File: src/logic/rtcb_pkg.sv
// rtcb_pkg: register map, field masks, reset values and timing constants
// of the bcd time and alarm block; shared by every rtcb module.
package rtcb_pkg;

  // one time or alarm set, each field packed bcd, thousands digit of ms in ms_hi[4]
  typedef struct packed {
    logic [4:0] ms_hi;
    logic [7:0] ms_lo;
    logic [7:0] sec;
    logic [7:0] min;
    logic [7:0] hour;
    logic [7:0] day;
    logic [7:0] month;
    logic [7:0] year;
  } rtcb_time_s;

  // cpu word addresses; each alarm register sits one above its count
  localparam logic [15:0] ADDR_UPDATE = 16'h1901;
  localparam logic [15:0] ADDR_MS = 16'h1904;
  localparam logic [15:0] ADDR_SEC = 16'h1908;
  localparam logic [15:0] ADDR_MIN = 16'h190C;
  localparam logic [15:0] ADDR_HOUR = 16'h1910;
  localparam logic [15:0] ADDR_DAY = 16'h1914;
  localparam logic [15:0] ADDR_MONTH = 16'h1918;
  localparam logic [15:0] ADDR_YEAR = 16'h191C;

  // update register bit positions
  localparam int TIME_PUSH_BIT = 15;
  localparam int ALARM_PUSH_BIT = 14;

  // implemented bits of each register; all others read zero
  localparam logic [15:0] MS_MASK = 16'h1FFF;
  localparam logic [15:0] SEC_MASK = 16'h007F;
  localparam logic [15:0] MIN_MASK = 16'h007F;
  localparam logic [15:0] HOUR_MASK = 16'h003F;
  localparam logic [15:0] DAY_MASK = 16'h003F;
  localparam logic [15:0] MONTH_MASK = 16'h001F;
  localparam logic [15:0] YEAR_MASK = 16'h00FF;

  // reset values
  localparam logic [4:0] RST_MS_HI = 5'h00;
  localparam logic [7:0] RST_ZERO = 8'h00;
  localparam logic [7:0] RST_DAY = 8'h01;
  localparam logic [7:0] RST_MONTH = 8'h01;

  // counting limits, bcd
  localparam logic [7:0] LAST_SEC = 8'h59;
  localparam logic [7:0] LAST_HOUR = 8'h23;
  localparam logic [7:0] LAST_MONTH = 8'h12;
  localparam logic [7:0] LAST_PAIR = 8'h99;
  localparam logic [7:0] FIRST_ONE = 8'h01;
  localparam logic [3:0] LAST_DIGIT = 4'h9;

  // millisecond generation from the 32.768 khz clock
  localparam int RTC_CLK_HZ = 32768;
  localparam int MS_PER_SEC = 1000;

endpackage

File: src/logic/rtcb_link_if.sv
// rtcb_link_if: ticks, counter load and live time between the rtcb modules.
// assumes all three modules share one clock.
`timescale 1ns/1ps
interface rtcb_link_if;
  import rtcb_pkg::*;
  logic rtc_tick;
  logic ms_tick;
  logic load;
  rtcb_time_s load_val;
  rtcb_time_s cur;
  modport tick_src (output rtc_tick, output ms_tick);
  modport cnt (input ms_tick, input load, input load_val, output cur);
  modport ctl (input rtc_tick, input ms_tick, input cur, output load, output load_val);
endinterface

File: src/logic/rtcb_top.sv
// rtcb_top: bcd time-of-day and calendar registers with alarm compare.
// assumes a word-addressed cpu port and the 32.768 khz clock on a pin.
// Function
// - ms alarm thousands digit is one bit at 12; bits 15-13 read zero.
// - ms alarm hundreds, tens, units digits at 11-8, 7-4, 3-0.
// - seconds count tens at 6-4, units at 3-0; bits 15-7 zero.
// - seconds alarm uses the seconds count layout.
// - minutes count tens at 6-4, units at 3-0; upper bits zero.
// - minutes alarm tens at 6-4, units at 3-0.
// - hours count tens at 5-4, units at 3-0, 24 hour; bits 15-6 zero.
// - hours alarm tens at 5-4, units at 3-0.
// - day count tens at 5-4, units at 3-0; bits 15-6 zero.
// - day alarm tens at 5-4, units at 3-0.
// - month count tens bit 4, units 3-0; bits 15-5 zero.
// - month alarm tens bit 4, units 3-0.
// - year count two bcd digits at 7-4 and 3-0; bits 15-8 zero.
// - year alarm two bcd digits at 7-4 and 3-0.
// - writes take effect on rtc clock edges; cpu clock at least 3x rtc.
// - time push bit 15 loads the counter, then reads zero.
// - alarm push bit 14 loads the alarm, then reads zero.
`timescale 1ns/1ps
module rtcb_top (
  // clock and reset
  input wire logic i_mclk,
  input wire logic i_arst_n,
  // rtc clock pin
  input wire logic i_rtc_clk,
  // cpu register port
  input wire logic [15:0] i_addr,
  input wire logic i_wr,
  input wire logic i_rd,
  input wire logic [15:0] i_wdata,
  output logic [15:0] o_rdata,
  // alarm event toward the flag logic
  output logic o_alarm_event
);
  import rtcb_pkg::*;

  localparam rtcb_time_s TIME_RST = '{RST_MS_HI, RST_ZERO, RST_ZERO, RST_ZERO, RST_ZERO,
                                      RST_DAY, RST_MONTH, RST_ZERO};
  // zero day never matches, so reset alone raises no alarm
  localparam rtcb_time_s ALARM_RST = '{RST_MS_HI, RST_ZERO, RST_ZERO, RST_ZERO, RST_ZERO,
                                       RST_ZERO, RST_ZERO, RST_ZERO};

  // store a write into the field set, masked to its implemented bits
  function automatic rtcb_time_s apply_wr(rtcb_time_s t, logic [15:0] base, logic [15:0] wd);
    rtcb_time_s r;
    r = t;
    case (base)
      ADDR_MS: begin
        r.ms_hi = wd[12:8] & MS_MASK[12:8];
        r.ms_lo = wd[7:0];
      end
      ADDR_SEC: r.sec = wd[7:0] & SEC_MASK[7:0];
      ADDR_MIN: r.min = wd[7:0] & MIN_MASK[7:0];
      ADDR_HOUR: r.hour = wd[7:0] & HOUR_MASK[7:0];
      ADDR_DAY: r.day = wd[7:0] & DAY_MASK[7:0];
      ADDR_MONTH: r.month = wd[7:0] & MONTH_MASK[7:0];
      ADDR_YEAR: r.year = wd[7:0] & YEAR_MASK[7:0];
      default: r = t;
    endcase
    return r;
  endfunction

  // present one field as a register word; reserved bits and holes read zero
  function automatic logic [15:0] rd_word(rtcb_time_s t, logic [15:0] base);
    case (base)
      ADDR_MS: return {3'h0, t.ms_hi, t.ms_lo} & MS_MASK;
      ADDR_SEC: return {8'h00, t.sec} & SEC_MASK;
      ADDR_MIN: return {8'h00, t.min} & MIN_MASK;
      ADDR_HOUR: return {8'h00, t.hour} & HOUR_MASK;
      ADDR_DAY: return {8'h00, t.day} & DAY_MASK;
      ADDR_MONTH: return {8'h00, t.month} & MONTH_MASK;
      ADDR_YEAR: return {8'h00, t.year} & YEAR_MASK;
      default: return 16'h0000;
    endcase
  endfunction

  logic [1:0] rst_pipe_q;
  logic rst_n;
  rtcb_time_s time_shadow_q;
  rtcb_time_s alarm_shadow_q;
  rtcb_time_s alarm_q;
  logic time_req_q;
  logic alarm_req_q;
  logic match_q;
  logic [15:0] even_addr;
  logic upd_wr;
  logic time_hit;

  rtcb_link_if lk ();

  assign rst_n = rst_pipe_q[1];
  assign even_addr = {i_addr[15:1], 1'b0};
  assign upd_wr = i_wr && i_addr == ADDR_UPDATE;
  assign time_hit = lk.cur == alarm_q;

  always_ff @(posedge i_mclk or negedge i_arst_n) begin
    if (!i_arst_n) begin
      rst_pipe_q <= 2'h0;
    end else begin
      rst_pipe_q <= {rst_pipe_q[0], 1'b1};
    end
  end

  rtcb_tick u_tick (
    .i_clk(i_mclk),
    .i_rst_n(rst_n),
    .i_rtc_clk(i_rtc_clk),
    .lk(lk.tick_src)
  );

  rtcb_cal u_cal (
    .i_clk(i_mclk),
    .i_rst_n(rst_n),
    .lk(lk.cnt)
  );

  // staged values wait on the cpu side until a push moves them on an rtc edge
  always_ff @(posedge i_mclk or negedge rst_n) begin
    if (!rst_n) begin
      time_shadow_q <= TIME_RST;
    end else if (i_wr && !i_addr[0]) begin
      time_shadow_q <= apply_wr(time_shadow_q, i_addr, i_wdata);
    end
  end

  always_ff @(posedge i_mclk or negedge rst_n) begin
    if (!rst_n) begin
      alarm_shadow_q <= ALARM_RST;
    end else if (i_wr && i_addr[0]) begin
      alarm_shadow_q <= apply_wr(alarm_shadow_q, even_addr, i_wdata);
    end
  end

  // a new request in the completing cycle stays pending
  always_ff @(posedge i_mclk or negedge rst_n) begin
    if (!rst_n) begin
      time_req_q <= 1'b0;
    end else if (upd_wr && i_wdata[TIME_PUSH_BIT]) begin
      time_req_q <= 1'b1;
    end else if (time_req_q && lk.rtc_tick) begin
      time_req_q <= 1'b0;
    end
  end

  always_ff @(posedge i_mclk or negedge rst_n) begin
    if (!rst_n) begin
      alarm_req_q <= 1'b0;
    end else if (upd_wr && i_wdata[ALARM_PUSH_BIT]) begin
      alarm_req_q <= 1'b1;
    end else if (alarm_req_q && lk.rtc_tick) begin
      alarm_req_q <= 1'b0;
    end
  end

  assign lk.load = time_req_q && lk.rtc_tick;
  assign lk.load_val = time_shadow_q;

  always_ff @(posedge i_mclk or negedge rst_n) begin
    if (!rst_n) begin
      alarm_q <= ALARM_RST;
    end else if (alarm_req_q && lk.rtc_tick) begin
      alarm_q <= alarm_shadow_q;
    end
  end

  // count addresses read the live counter, alarm addresses the active alarm
  always_ff @(posedge i_mclk or negedge rst_n) begin
    if (!rst_n) begin
      o_rdata <= 16'h0000;
    end else if (i_rd) begin
      if (i_addr == ADDR_UPDATE) begin
        o_rdata <= {time_req_q, alarm_req_q, 14'h0000};
      end else if (i_addr[0]) begin
        o_rdata <= rd_word(alarm_q, even_addr);
      end else begin
        o_rdata <= rd_word(lk.cur, i_addr);
      end
    end
  end

  // one pulse when the time first equals the alarm
  always_ff @(posedge i_mclk or negedge rst_n) begin
    if (!rst_n) begin
      match_q <= 1'b0;
      o_alarm_event <= 1'b0;
    end else begin
      match_q <= time_hit;
      o_alarm_event <= time_hit && !match_q;
    end
  end
endmodule

File: src/logic/rtcb_tick.sv
// rtcb_tick: samples the 32.768 khz pin and makes rtc and millisecond ticks.
// assumes the system clock is at least three times the pin rate.
`timescale 1ns/1ps
module rtcb_tick (
  // clock and reset
  input wire logic i_clk,
  input wire logic i_rst_n,
  // rtc clock pin
  input wire logic i_rtc_clk,
  // ticks
  rtcb_link_if.tick_src lk
);
  import rtcb_pkg::*;

  localparam logic [16:0] ACC_STEP = 17'(MS_PER_SEC);
  localparam logic [16:0] ACC_WRAP = 17'(RTC_CLK_HZ);

  logic [2:0] sync_q;
  logic level_q;
  logic [16:0] acc_q;
  logic [16:0] acc_sum;

  assign acc_sum = acc_q + ACC_STEP;

  always_ff @(posedge i_clk or negedge i_rst_n) begin
    if (!i_rst_n) begin
      sync_q <= 3'h0;
      level_q <= 1'b0;
    end else begin
      sync_q <= {sync_q[1:0], i_rtc_clk};
      if (sync_q[1] == sync_q[2]) begin
        level_q <= sync_q[2];
      end
    end
  end

  // fractional accumulator: exactly 1000 ms ticks per 32768 rtc edges
  always_ff @(posedge i_clk or negedge i_rst_n) begin
    if (!i_rst_n) begin
      lk.rtc_tick <= 1'b0;
      lk.ms_tick <= 1'b0;
      acc_q <= 17'h00000;
    end else begin
      lk.rtc_tick <= sync_q[1] & sync_q[2] & ~level_q;
      lk.ms_tick <= 1'b0;
      if (sync_q[1] & sync_q[2] & ~level_q) begin
        if (acc_sum >= ACC_WRAP) begin
          acc_q <= acc_sum - ACC_WRAP;
          lk.ms_tick <= 1'b1;
        end else begin
          acc_q <= acc_sum;
        end
      end
    end
  end
endmodule

File: src/logic/rtcb_cal.sv
// rtcb_cal: cascaded bcd calendar counter, ms up to years of the 2000s.
// assumes load and ms_tick come from the same clock; load wins.
`timescale 1ns/1ps
module rtcb_cal (
  // clock and reset
  input wire logic i_clk,
  input wire logic i_rst_n,
  // ticks, load and live time
  rtcb_link_if.cnt lk
);
  import rtcb_pkg::*;

  // {carry, next} of a two digit bcd value that wraps from last to first
  function automatic logic [8:0] bcd2_next(logic [7:0] v, logic [7:0] last, logic [7:0] first);
    if (v >= last) begin
      return {1'b1, first};
    end
    if (v[3:0] >= LAST_DIGIT) begin
      return {1'b0, v[7:4] + 4'h1, 4'h0};
    end
    return {1'b0, v[7:4], v[3:0] + 4'h1};
  endfunction

  function automatic logic [7:0] days_last(logic [7:0] month, logic [7:0] year);
    logic leap;
    leap = year[4] ? (year[3:0] == 4'h2 || year[3:0] == 4'h6) :
                     (year[3:0] == 4'h0 || year[3:0] == 4'h4 || year[3:0] == 4'h8);
    case (month)
      8'h02: return leap ? 8'h29 : 8'h28;
      8'h04, 8'h06, 8'h09, 8'h11: return 8'h30;
      default: return 8'h31;
    endcase
  endfunction

  rtcb_time_s nxt;

  always_comb begin
    logic [8:0] r;
    logic c;
    r = 9'h000;
    c = 1'b0;
    nxt = lk.cur;
    r = bcd2_next(lk.cur.ms_lo, LAST_PAIR, RST_ZERO);
    nxt.ms_lo = r[7:0];
    if (r[8]) begin
      if (lk.cur.ms_hi[4] || lk.cur.ms_hi[3:0] >= LAST_DIGIT) begin
        nxt.ms_hi = RST_MS_HI;
        c = 1'b1;
      end else begin
        nxt.ms_hi = {1'b0, lk.cur.ms_hi[3:0] + 4'h1};
      end
    end
    if (c) begin
      r = bcd2_next(lk.cur.sec, LAST_SEC, RST_ZERO);
      nxt.sec = r[7:0];
      c = r[8];
    end
    if (c) begin
      r = bcd2_next(lk.cur.min, LAST_SEC, RST_ZERO);
      nxt.min = r[7:0];
      c = r[8];
    end
    if (c) begin
      r = bcd2_next(lk.cur.hour, LAST_HOUR, RST_ZERO);
      nxt.hour = r[7:0];
      c = r[8];
    end
    if (c) begin
      r = bcd2_next(lk.cur.day, days_last(lk.cur.month, lk.cur.year), FIRST_ONE);
      nxt.day = r[7:0];
      c = r[8];
    end
    if (c) begin
      r = bcd2_next(lk.cur.month, LAST_MONTH, FIRST_ONE);
      nxt.month = r[7:0];
      c = r[8];
    end
    if (c) begin
      r = bcd2_next(lk.cur.year, LAST_PAIR, RST_ZERO);
      nxt.year = r[7:0];
    end
  end

  always_ff @(posedge i_clk or negedge i_rst_n) begin
    if (!i_rst_n) begin
      lk.cur <= '{RST_MS_HI, RST_ZERO, RST_ZERO, RST_ZERO, RST_ZERO, RST_DAY, RST_MONTH,
                  RST_ZERO};
    end else if (lk.load) begin
      lk.cur <= lk.load_val;
    end else if (lk.ms_tick) begin
      lk.cur <= nxt;
    end
  end
endmodule

File: config.mk
export PLATFORM = sky130hd
export DESIGN_NAME = rtcb_top
export DESIGN_NICKNAME = d
export VERILOG_FILES = /design/src/logic/rtcb_pkg.sv /design/src/logic/rtcb_link_if.sv /design/src/logic/rtcb_top.sv /design/src/logic/rtcb_tick.sv /design/src/logic/rtcb_cal.sv
export SDC_FILE = /design/constraint.sdc
export NUM_CORES = 1
export LEC_CHECK = 0
export BUFFER_PORTS_ARGS = -buffer_cell sky130_fd_sc_hd__buf_2
export CORE_MARGIN = 1
export CORE_UTILIZATION = 36
export DETAILED_ROUTE_END_ITERATION = 12
export SYNTH_ARGS = -nofsm -noshare
export SYNTH_HDL_FRONTEND = slang
export SYNTH_SLANG_ARGS = --single-unit
File: constraint.sdc
create_clock -name i_mclk -period 14.3 [get_ports i_mclk]
set_input_delay 2.86 -clock i_mclk [delete_from_list [all_inputs] [get_ports i_mclk]]
set_output_delay 2.86 -clock i_mclk [all_outputs]
set_load 0.1 [all_outputs]
==> summary.md, run 1 <==
| Metric | Value |
|---|---|
| Status | complete, no violations |
| Design Power | roughly 1.7 mW |
| CTS tree | built |
| Post-route cell area | around 15000 µm² |
| Slew headroom | 0.319 |
| DRT Pass-1 Iters | 6 |
| Cts hold-fix bufs | 0 |
| Net Sw Frac | 0.257 |
| WL final | approximately 37000 µm |
| Layout cell share with drive strength beyond 1 | 0.218 |
| Met2 usage | 0.311 |
| Final #Nets | ~1300 |
| WP buf/inv | 2 |
| Worst VDD drop | about 0.078 mV |
| Clock skew | between 15 and 20 ps |
| Cells along the critical path | buf_2 > clkinv_1 > nand4_2 > nor2_4 > nand2_1 > mux2_2 |
| Critical path endpoint category | register |
| Post-CTS resize count | 0 |
| Vias per cell | ~5.7 |
| Fin. Hold Viols | 0 |
| Die footprint | roughly 38000 µm² |
| Most used DFF post-synth | dfrtp_1 |
| Pwr dens | about 110 nW/µm² |
| Post-DP HPWL | about 26000 µm |
| Syn Area/Cell | around 11 µm² |
| Fmax | 201 MHz |
| Post-Syn Area | 13400 µm² |
| Gate Count Post-Synth | 1197 |
| Post-synth EDFFs | 0 |
| H-tree Lvls | 1 |
| Final period utilization | 0.347 |
| Max incr delay on CP | ~580 ps |
| Chip Width | 195 µm |
| Final Max Slew Viols | 0 |
| Setup TNS | 0 ps |
| Most Crowded Layer GR | met2 |
| Crit path kind | in -> reg |
| CP max FO | 18 |
| Root buf cell | clkbuf_16 |
| Total GRT Usage | 0.200 |
| Setup bufs post-CTS | 0 |
| Placer Congestion | ~0.9 |
| # clock sinks | 258 |
| Crit-path slowest cell | clkinv_1 |
| Clock share of power | 0.436 |
| RSZ-0062 raised after global routing | no |
| Worst-Skew Late Latency | around 550 ps |
| Antenna violations before repair | 1 |
| Synthesis warning total | 0 |
| Pleak | 7.19 nW |
| Num rows | 70 |
| Endpoints failing setup | 0 |
| Vias | just under 10000 |
| DR iter-0 viols | approximately 860 |
| Antenna-violating nets left | 0 |
| Post-synthesis register bit count | 258 |
| Async SR Flop Fraction | 1.00 |
| Worst setup SP type | primary input |
| Yosys top cell area share | 0.475 |
| Global route total overflow | 0 |
| Yosys cell types | 82 |
| Num CTS Buffers | 29 |
| Placeable Area | around 37000 µm² |
| Pint | roughly 1.3 mW |
| GR Util met3 | 0.0389 |
| Met1 usage | 0.275 |
| Clk slew on worst S/H paths | ~60 ps |
| Final critical-path required period | roughly 5000 ps |
| Worst EP required | between 10000 and 15000 ps |
| Max_cap viols | 0 |
| Sequential share of power | 0.470 |
| Synth top area cells | dfrtp_1 47%, mux2_2 11%, ha_1 4.7% |
| Synth Net Count | 1284 |
| Buffers on Ports | between 50 and 60 |
| Sequential fraction of the synthesis area | 0.483 |
| Top delay family on crit path | buffers and inverters |
| Avg WL per Cell | around 22 µm |
| Combinational Power Share | 0.094 |
| # DRC | 0 |
| Die H | 195 µm |
| Initial core utilization | 0.366 |
| P_sw | 0.438 mW |
| Hold/Removal Path Class | reg -> reg |
| Largest net degree at the start of global routing | ~180 |
| Vias in the first global route | between 9000 and 10000 |
| Crit path arrival time | between 5000 and 6000 ps |
| Layout area overhead | 12.5% |
| I/O pins | 54 |
| Worst slew pin tran | between 1000 and 1500 ps |
| Clock Path Buffers | 3 |
| Area leader, netlist | dfrtp_1 |
| Dpl cell area | between 10000 and 15000 µm² |
| First-pass GRT wire length | 59100 µm |
per-layer routing:
| metal | share of wire | up-vias |
|---|---|---|
| met5 | 0 | - |
| met4 | 0.037 | 0 |
| met3 | 0.070 | 74 |
| met2 | 0.45 | 336 |
| met1 | 0.44 | 5046 |
| li1 | - | 4480 |
per-stage QoR:
| step | setup WS (ps) | hold slack, ps | util | instances |
|---|---|---|---|---|
| floorplan | 6580 | 331 | - | 1197 |
| global placement | 8880 | 338 | 0.385 | 1680 |
| detailed placement | 8910 | 339 | 0.385 | 1680 |
| CTS | 9460 | 357 | 0.411 | 1728 |
| global route | 9290 | 362 | 0.411 | 1728 |
| finish | 9330 | 354 | 0.411 | 1729 |
Yosys cell counts, drive strengths merged (5+ instances only):
cell type and n:
and2 11, xnor2 11, or3 6, nor2b 11, a2111oi 8, a222oi 7
ha 50, nand4 8, a22o 15, mux2 159, and3 29, clkbuf 26
nand3 32, a221oi 10, o31ai 10, nand2 68, a211oi 14, nor4 21
nor3 37, a21oi 60, o21ai 53, nor2 62, mux2i 10, inv 49
dfrtp 254, nand2b 13, buf 16, o22ai 5, a211o 6, o21a 5
xor2 40, nor3b 10, a22oi 16
power groups by stage:
stage / Sequential, mW / Clock, mW / Combinational, mW
global route: 0.809 / 0.792 / 0.181
floorplan: 0.813 / 0 / 0.114
CTS: 0.803 / 0.763 / 0.161
detailed placement: 0.815 / 0 / 0.160
finish: 0.802 / 0.745 / 0.160
global placement: 0.814 / 0 / 0.157
registers in the layout, summed over array words and instances (netlist names):
name and cells:
o_rdata 15, u_tick.lk.rtc_tick 1, time_req_q 1, alarm_shadow_q 52
u_tick.lk.ms_tick 1, u_tick.level_q 1, alarm_q 52, o_alarm_event 1
u_tick.sync_q 3, rst_pipe_q 2, alarm_req_q 1, match_q 1
u_cal.lk.cur 61, u_tick.acc_q 14, lk.load_val 52
logic make-up after synthesis:
group | Yosys count | share of synthesized area
flops | 258 | 0.483
other cells | 2 | 0.000561
mux | 169 | 0.141
buf+inv | 93 | 0.0276
fa+ha+maj | 50 | 0.0467
xor+xnor | 51 | 0.0334
compound gates | 242 | 0.123
simple gates | 332 | 0.145
path summary, 6_finish.rpt:
kind	startpoint	to	slack [ps]	cells past startpoint
min in group asynchronous	rst_pipe_q[1]$_DFF_PN0_	lk.load_val[32]$_DFFE_PN0P_	490	0
worst max register to register	u_cal.lk.cur[8]$_DFFE_PN1P_	u_cal.lk.cur[4]$_DFFE_PN0P_	9980	13
worst min-delay path	u_tick.sync_q[0]$_DFF_PN0_	u_tick.sync_q[1]$_DFF_PN0_	350	0
max in group asynchronous	i_arst_n	rst_pipe_q[1]$_DFF_PN0_	12090	1
worst max-delay path	i_addr[0]	lk.load_val[51]$_DFFE_PN0P_	9330	6
worst min register to register	u_tick.sync_q[0]$_DFF_PN0_	u_tick.sync_q[1]$_DFF_PN0_	350	0
worst register-to-register path, stage by stage, from the launching register on:
cell and delay [ps]:
dfstp_2 670, inv_1 130, ha_1 230, o211ai_1 190
a21oi_1 90, o21ai_0 210, mux2_2 200, ha_1 220
or4b_1 510, a211oi_1 310, o211ai_2 290, nand4_1 740
nor2_1 220, mux2i_1 170
final cells by class:
| cell class | instances | area (µm²) |
|---|---|---|
| clock buffers | 41 | 831 |
| multi-input cells | 846 | 6560 |
| fillers | 3507 | 21600 |
| repair buffers | 57 | 313 |
| clock inverters | 7 | 110 |
| well taps | 468 | 586 |
| flip-flops and latches | 258 | 6460 |
| inverters | 51 | 191 |
| diodes | 1 | 2.50 |
cells in the final DEF (no fill, tap or decap), types with 31 or more instances in the layout:
| cell | n |
|---|---|
| a21oi_1 | 60 |
| ha_1 | 50 |
| nand2_1 | 66 |
| mux2_2 | 131 |
| nand3_1 | 31 |
| dfrtp_1 | 253 |
| nor2_1 | 54 |
| buf_2 | 51 |
| inv_1 | 49 |
| o21ai_0 | 48 |
| xor2_1 | 40 |
Power figures use the tool's default switching activity.
==> run 2, diff against run 1 <==
==> constraint.sdc (replaced) <==
create_clock -name i_mclk -period 5.05 [get_ports i_mclk]
set_input_delay 1.01 -clock i_mclk [delete_from_list [all_inputs] [get_ports i_mclk]]
set_output_delay 1.01 -clock i_mclk [all_outputs]
set_load 0.1 [all_outputs]
==> run 2 against run 1 <==
Via count is 0.91% lower. Sequential cell count stayed put. Design area is 0.35% higher. Highest routed layer unchanged. Wire length hardly changed. Combinational power grew to 2.9 times the previous value. Clock power grew to 2.8 times the previous value. Power grew to 2.8 times the previous value. Global-route usage hardly changed. Worst hold slack worse by 130 ps.
==> summary.md, run 2 (synthesized netlist as in run 1, its figures left out) <==
| Metric | Value |
|---|---|
| Status | complete, no violations |
| RSZ-0062 raised after global routing | no |
| Endpoints failing setup | 0 (unchanged) |
| Pwr dens | 321 nW/µm² (+180%) |
| DR iter-0 viols | 819 (-5.0%) |
| Worst reg2reg endpoint | u_cal.lk.cur[5]$_DFFE_PN0P_ |
| Cts hold-fix bufs | 0 (unchanged) |
| Avg WL per Cell | 21.5 µm (-0.31%) |
| Chip Width | 195 µm (unchanged) |
| Num rows | 70 (unchanged) |
| Worst VDD drop | 0.187 mV (+140%) |
| Root buf cell | clkbuf_16 |
| First-pass GRT wire length | 58900 µm (-0.23%) |
| Antenna-violating nets left | 0 (unchanged) |
| WL final | 37400 µm (about the same) |
| Num CTS Buffers | 29 (unchanged) |
| Setup bufs post-CTS | 0 (unchanged) |
| Fmax | 245 MHz |
| Layout area overhead | 12.9% |
| Post-DP HPWL | 26500 µm (+0.69%) |
| Worst setup SP type | register |
| Clock Path Buffers | 3 (unchanged) |
| H-tree Lvls | 1 (unchanged) |
| Max_cap viols | 0 (unchanged) |
| Buffers on Ports | 51 (unchanged) |
| Die footprint | 38000 µm² (unchanged) |
| # clock sinks | 258 (unchanged) |
| Final period utilization | 0.807 |
| R2R setup slack | 980 ps (-9000 ps) |
| # DRC | 0 (unchanged) |
| Final Worst Setup Slack | 975 ps (-8360 ps) |
| CTS tree | built |
| Final Max Slew Viols | 0 (unchanged) |
| Critical path endpoint category | register |
| Vias | 9846 (-0.91%) |
| DRT Pass-1 Iters | 7 (+1) |
| Placeable Area | 36600 µm² (unchanged) |
| Total GRT Usage | 0.201 (+0.000378) |
| Global route total overflow | 0 (unchanged) |
| Number of flip-flops in the largest register | 61 (unchanged) |
| Crit path kind | reg -> reg |
| Hold/Removal Path Class | reg -> async |
| I/O pins | 54 (unchanged) |
| Die H | 195 µm (unchanged) |
| Initial core utilization | 0.366 (unchanged) |
| DP Worst Slack | 1040 ps (-7860 ps) |
| Placer Congestion | 0.940 (+1.5%) |
| Antenna violations before repair | 1 (unchanged) |
| Reg with most FFs | u_cal.lk.cur |
| Setup TNS | 0 ps (unchanged) |
| Vias in the first global route | 9939 (+0.40%) |
| Clk slew on worst S/H paths | 60 ps (about the same) |
| Final #Nets | 1333 (+0.23%) |
| Clock skew | 18.8 ps (+0.923 ps) |
| Post-CTS resize count | 0 (unchanged) |
| Commonest non-fill, non-tap cells in the layout | 253 x dfrtp_1, 131 x mux2_2, 66 x nand2_1 |
| Launching point of the worst reg2reg path | u_cal.lk.cur[8]$_DFFE_PN1P_ |
| Final critical-path required period | roughly 4000 ps |
| Slew headroom | 0.380 (+0.0610) |
| Worst-Skew Late Latency | 550 ps (about the same) |
| CP max FO | 20 (+2) |
| Crit path arrival time | 4480 ps (-910 ps) |
| Layout cell share with drive strength beyond 1 | 0.222 (+0.00353) |
| Worst EP required | 5460 ps (-9260 ps) |
| R2R cell count | 13 (unchanged) |
| Fin. Hold Viols | 0 (unchanged) |
| Most common cell after layout, fill and taps aside | dfrtp_1 |
| Pleak | 7.21 nW (+0.34%) |
| Worst slew pin tran | 929 ps (-93.4 ps) |
| Vias per cell | 5.67 (-1.3%) |
| Largest net degree at the start of global routing | 136 (-25%) |
run 2: where the power goes:
part / switching, mW / internal (mW) / total (mW)
Sequential: 0.122 / 2.14 / 2.27
Clock: 0.845 / 1.27 / 2.11
Combinational: 0.296 / 0.171 / 0.467
run 2: worst max path at each step:
stage                                       end  cells past startpoint                   startpoint  slack [ps]
floorplan                alarm_q[0]$_DFFE_PN0P_                      0      rst_pipe_q[1]$_DFF_PN0_         820
detailed placement  u_cal.lk.cur[4]$_DFFE_PN0P_                     13  u_cal.lk.cur[8]$_DFFE_PN1P_        1040
global route        u_cal.lk.cur[4]$_DFFE_PN0P_                     13  u_cal.lk.cur[8]$_DFFE_PN1P_         730
finish              u_cal.lk.cur[5]$_DFFE_PN0P_                     13  u_cal.lk.cur[8]$_DFFE_PN1P_         980
global placement    u_cal.lk.cur[4]$_DFFE_PN0P_                     13  u_cal.lk.cur[8]$_DFFE_PN1P_        1040
CTS                 u_cal.lk.cur[5]$_DFFE_PN0P_                     13  u_cal.lk.cur[8]$_DFFE_PN1P_        1020
run 2: area by class of cell:
class	count	area [µm²]
timing repair buffer	60	348
multi-input combinational	846	6560
clock buffer	44	862
fill	3531	21500
inverter	51	191
tap	468	586
antenna	1	2.50
sequential	258	6460
clock inverter	8	96.3
run 2: through the flow:
step | power [mW] | instance area [µm²] | cells | util | hold slack, ps
2_1_floorplan | 2.62 | 13400 | 1197 | - | 331
3_3_place_gp | 2.75 | 14100 | 1683 | 0.386 | 236
3_5_place_dp | 2.77 | 14100 | 1683 | 0.386 | 235
4_1_cts | 4.89 | 15100 | 1735 | 0.413 | 230
5_1_grt | 5.06 | 15100 | 1735 | 0.413 | 233
6_report | 4.85 | 15100 | 1736 | 0.413 | 224
run 2: metal layers:
metal,track usage,vias up,share of wire
met5,0,-,0
met4,0.0700,0,0.034
met3,0.0316,64,0.061
met2,0.315,294,0.45
met1,0.282,5001,0.45
li1,-,4487,-
run 2: critical path, stage by stage, from the launching register on:
cell and delay [ps]:
dfstp_2 660, inv_1 120, ha_1 240, o211ai_1 160
a21oi_1 90, o21ai_0 210, mux2_2 190, ha_1 210
or4b_1 490, a211oi_1 290, o211ai_2 270, nand4_1 630
nor2_1 200, mux2i_1 160
==> run 3, diff against run 2 <==
==> constraint.sdc (replaced) <==
create_clock -name i_mclk -period 4.2 [get_ports i_mclk]
set_input_delay 0.84 -clock i_mclk [delete_from_list [all_inputs] [get_ports i_mclk]]
set_output_delay 0.84 -clock i_mclk [all_outputs]
set_load 0.1 [all_outputs]
==> run 3 against run 2 <==
Sequential share of layout area shrank 0.44 points. Worst hold slack lost 160 ps. Clock-buffer cell count shrank 9. Core utilization grew 0.43 points. Clock skew shrank 3.8 ps. Clock power grew 31%. Largest cell class unchanged. Critical path type unchanged.
==> summary.md, run 3 (synthesized netlist as in run 1, its figures left out) <==
| Metric | Value |
|---|---|
| Status | complete, no violations |
| Final #Nets | 1341 (+0.60%) |
| Placeable Area | 36600 µm² (unchanged) |
| DRT Pass-1 Iters | 7 (unchanged) |
| Placer Congestion | 0.928 (-1.3%) |
| Pleak | 7.29 nW (+0.98%) |
| Diode count | 0 (-1) |
| Max_cap viols | 0 (unchanged) |
| Die footprint | 38000 µm² (unchanged) |
| Design Power | 6.05 mW (+25%) |
| Post-route cell area | 15300 µm² (+1.0%) |
| Num CTS Buffers | 29 (unchanged) |
| Multi-input logic area | 6560 µm² (unchanged) |
| Layout area overhead | 14.1% |
| Fmax | 269 MHz (+9.7%) |
| Final Max Slew Viols | 0 (unchanged) |
| Number of flip-flops in the largest register | 61 (unchanged) |
| Placed cell count | 1691 (+0.48%) |
| Crit path kind | reg -> reg |
| Worst EP required | 4630 ps (-830 ps) |
| WL final | 38100 µm (+1.9%) |
| Pint | 4.47 mW (+25%) |
| Dpl cell area | 14200 µm² (+0.42%) |
| Post-route insts no fill | 1745 (+0.52%) |
| Chip Width | 195 µm (unchanged) |
| Final period utilization | 0.885 (+0.0779) |
| Clk slew on worst S/H paths | 60 ps (about the same) |
| Num rows | 70 (unchanged) |
| Root buf cell | clkbuf_16 |
| Clock Path Buffers | 3 (unchanged) |
| Combinational Power Share | 0.092 (-0.004) |
| DR iter-0 viols | 891 (+8.8%) |
| I/O pins | 54 (unchanged) |
| # DRC | 0 (unchanged) |
| Most used cell, CP | ha_1 |
| CTS tree | built |
| Worst VDD drop | 0.318 mV (+70%) |
| Vias | 9875 (+0.29%) |
| # clock sinks | 258 (unchanged) |
| Commonest non-fill, non-tap cells in the layout | 253 x dfrtp_1, 131 x mux2_2, 66 x nand2_1 |
| Slew headroom | 0.310 (-0.0698) |
| Cells along the critical path | inv_1 > ha_1 > o211ai_1 > a21oi_1 > o21ai_0 > mux2_2 > ha_1 > or4b_1 > a211oi_1 > o211ai_2 > nand4_1 > buf_4 > nor2_1 > mux2i_1 |
| Max incr delay on CP | 650 ps (about the same) |
| Fin. Hold Viols | 0 (unchanged) |
| Endpoints failing setup | 0 (unchanged) |
| Initial core utilization | 0.366 (unchanged) |
| Hold/Removal Path Class | in -> async |
| Global route total overflow | 0 (unchanged) |
| Pwr dens | 396 nW/µm² (+24%) |
| Clock share of power | 0.456 (+0.020) |
| Most common cell after layout, fill and taps aside | dfrtp_1 |
| Sequential share of power | 0.452 (-0.015) |
| P_sw | 1.59 mW (+25%) |
| Setup bufs post-CTS | 0 (unchanged) |
| Total GRT Usage | 0.203 (+0.00193) |
| Largest net degree at the start of global routing | 89 (-35%) |
| Register area | 6460 µm² (unchanged) |
| Setup TNS | 0 ps (unchanged) |
| Avg WL per Cell | 21.8 µm (+1.3%) |
| CP max FO | 20 (unchanged) |
| Post-CTS resize count | 0 (unchanged) |
| Reg with most FFs | u_cal.lk.cur |
| Final Worst Setup Slack | 484 ps (-491 ps) |
| H-tree Lvls | 1 (unchanged) |
| Clock skew | 15.0 ps (-3.83 ps) |
| Worst setup SP type | register |
| Final critical-path required period | 3720 ps (-359 ps) |
| Net Sw Frac | 0.262 (+0.00133) |
| Crit-path slowest cell | dfstp_2 |
| Cts hold-fix bufs | 0 (unchanged) |
| First-pass GRT wire length | 59400 µm (+0.86%) |
| Worst-Skew Late Latency | 550 ps (about the same) |
| Vias per cell | 5.66 (-0.22%) |
| Die H | 195 µm (unchanged) |
| Fill count | 3512 (-0.54%) |
| Buffers on Ports | 51 (unchanged) |
| Vias in the first global route | 9908 (-0.31%) |
| Worst slew pin tran | 1030 ps (+103 ps) |
| Antenna violations before repair | 3 (+2) |
| Critical path endpoint category | register |
| Crit path arrival time | 4150 ps (-330 ps) |
| Post-DP HPWL | 27300 µm (+3.2%) |
| Layout cell share with drive strength beyond 1 | 0.233 (+0.0116) |
| Antenna-violating nets left | 0 (unchanged) |
| DP Worst Slack | 529 ps (-513 ps) |
| RSZ-0062 raised after global routing | no |
run 3: changes by cell type in the layout (fill, tap and decap cells not counted):
| cell | previous run | this run |
|---|---|---|
| inv_6 | 0 | 1 |
| clkinvlp_4 | 1 | 6 |
| clkbuf_1 | 7 | 0 |
| clkinv_4 | 1 | 3 |
| clkbuf_8 | 8 | 6 |
| buf_4 | 7 | 15 |
| diode_2 | 1 | 0 |
| bufinv_16 | 2 | 5 |
run 3: routing by layer:
layer / global-route usage / part of all wire / routed length, µm
met1: 0.281 / 0.45 / 17200
met2: 0.330 / 0.46 / 17600
met3: 0.0257 / 0.056 / 2150
met4: 0.0621 / 0.031 / 1170
met5: 0 / 0 / 0
run 3: area by class of cell:
cell class	instances	area share
multi-input combinational	846	0.430
clock buffer	35	0.0529
sequential	258	0.423
clock inverter	19	0.0164
inverter	51	0.0125
timing repair buffer	68	0.0267
tap	468	0.0384
run 3: metrics by stage:
stage | hold WS, ps | util
final | 62.6 | 0.417
after global routing | 49.1 | 0.417
after CTS | 42.4 | 0.417
after detailed placement | 336 | 0.388
after global placement | 337 | 0.388
after floorplan | 331 | -
run 3: power groups by stage:
stage / Sequential, mW / Combinational (mW) / Clock [mW]
global route: 2.75 / 0.627 / 2.91
global placement: 2.77 / 0.548 / 0
floorplan: 2.77 / 0.387 / 0
CTS: 2.73 / 0.562 / 2.81
detailed placement: 2.77 / 0.559 / 0
finish: 2.73 / 0.558 / 2.76
run 3: worst max-delay path, delay by kind of cell (launching register included):
family	cells	cell delay, ps
AND/OR/NAND/NOR	3	760
buffers and inverters	2	370
multiplexers	2	320
AO/OA/AOI/OAI	5	1040
adder cells (fa/ha/maj)	2	450
flip-flops	1	650
run 3: final timing paths:
path,start,endpoint,slack (ps),depth (start not counted)
setup / recovery,u_cal.lk.cur[8]$_DFFE_PN1P_,u_cal.lk.cur[4]$_DFFE_PN0P_,480,14
hold / removal,i_arst_n,rst_pipe_q[1]$_DFF_PN0_,60,1
setup reg to reg,u_cal.lk.cur[8]$_DFFE_PN1P_,u_cal.lk.cur[4]$_DFFE_PN0P_,480,14
hold reg to reg,rst_pipe_q[1]$_DFF_PN0_,lk.load_val[35]$_DFFE_PN0P_,350,0
max in group asynchronous,rst_pipe_q[1]$_DFF_PN0_,lk.load_val[21]$_DFFE_PN0P_,2710,1
min in group i_mclk,rst_pipe_q[0]$_DFF_PN0_,rst_pipe_q[1]$_DFF_PN0_,350,0
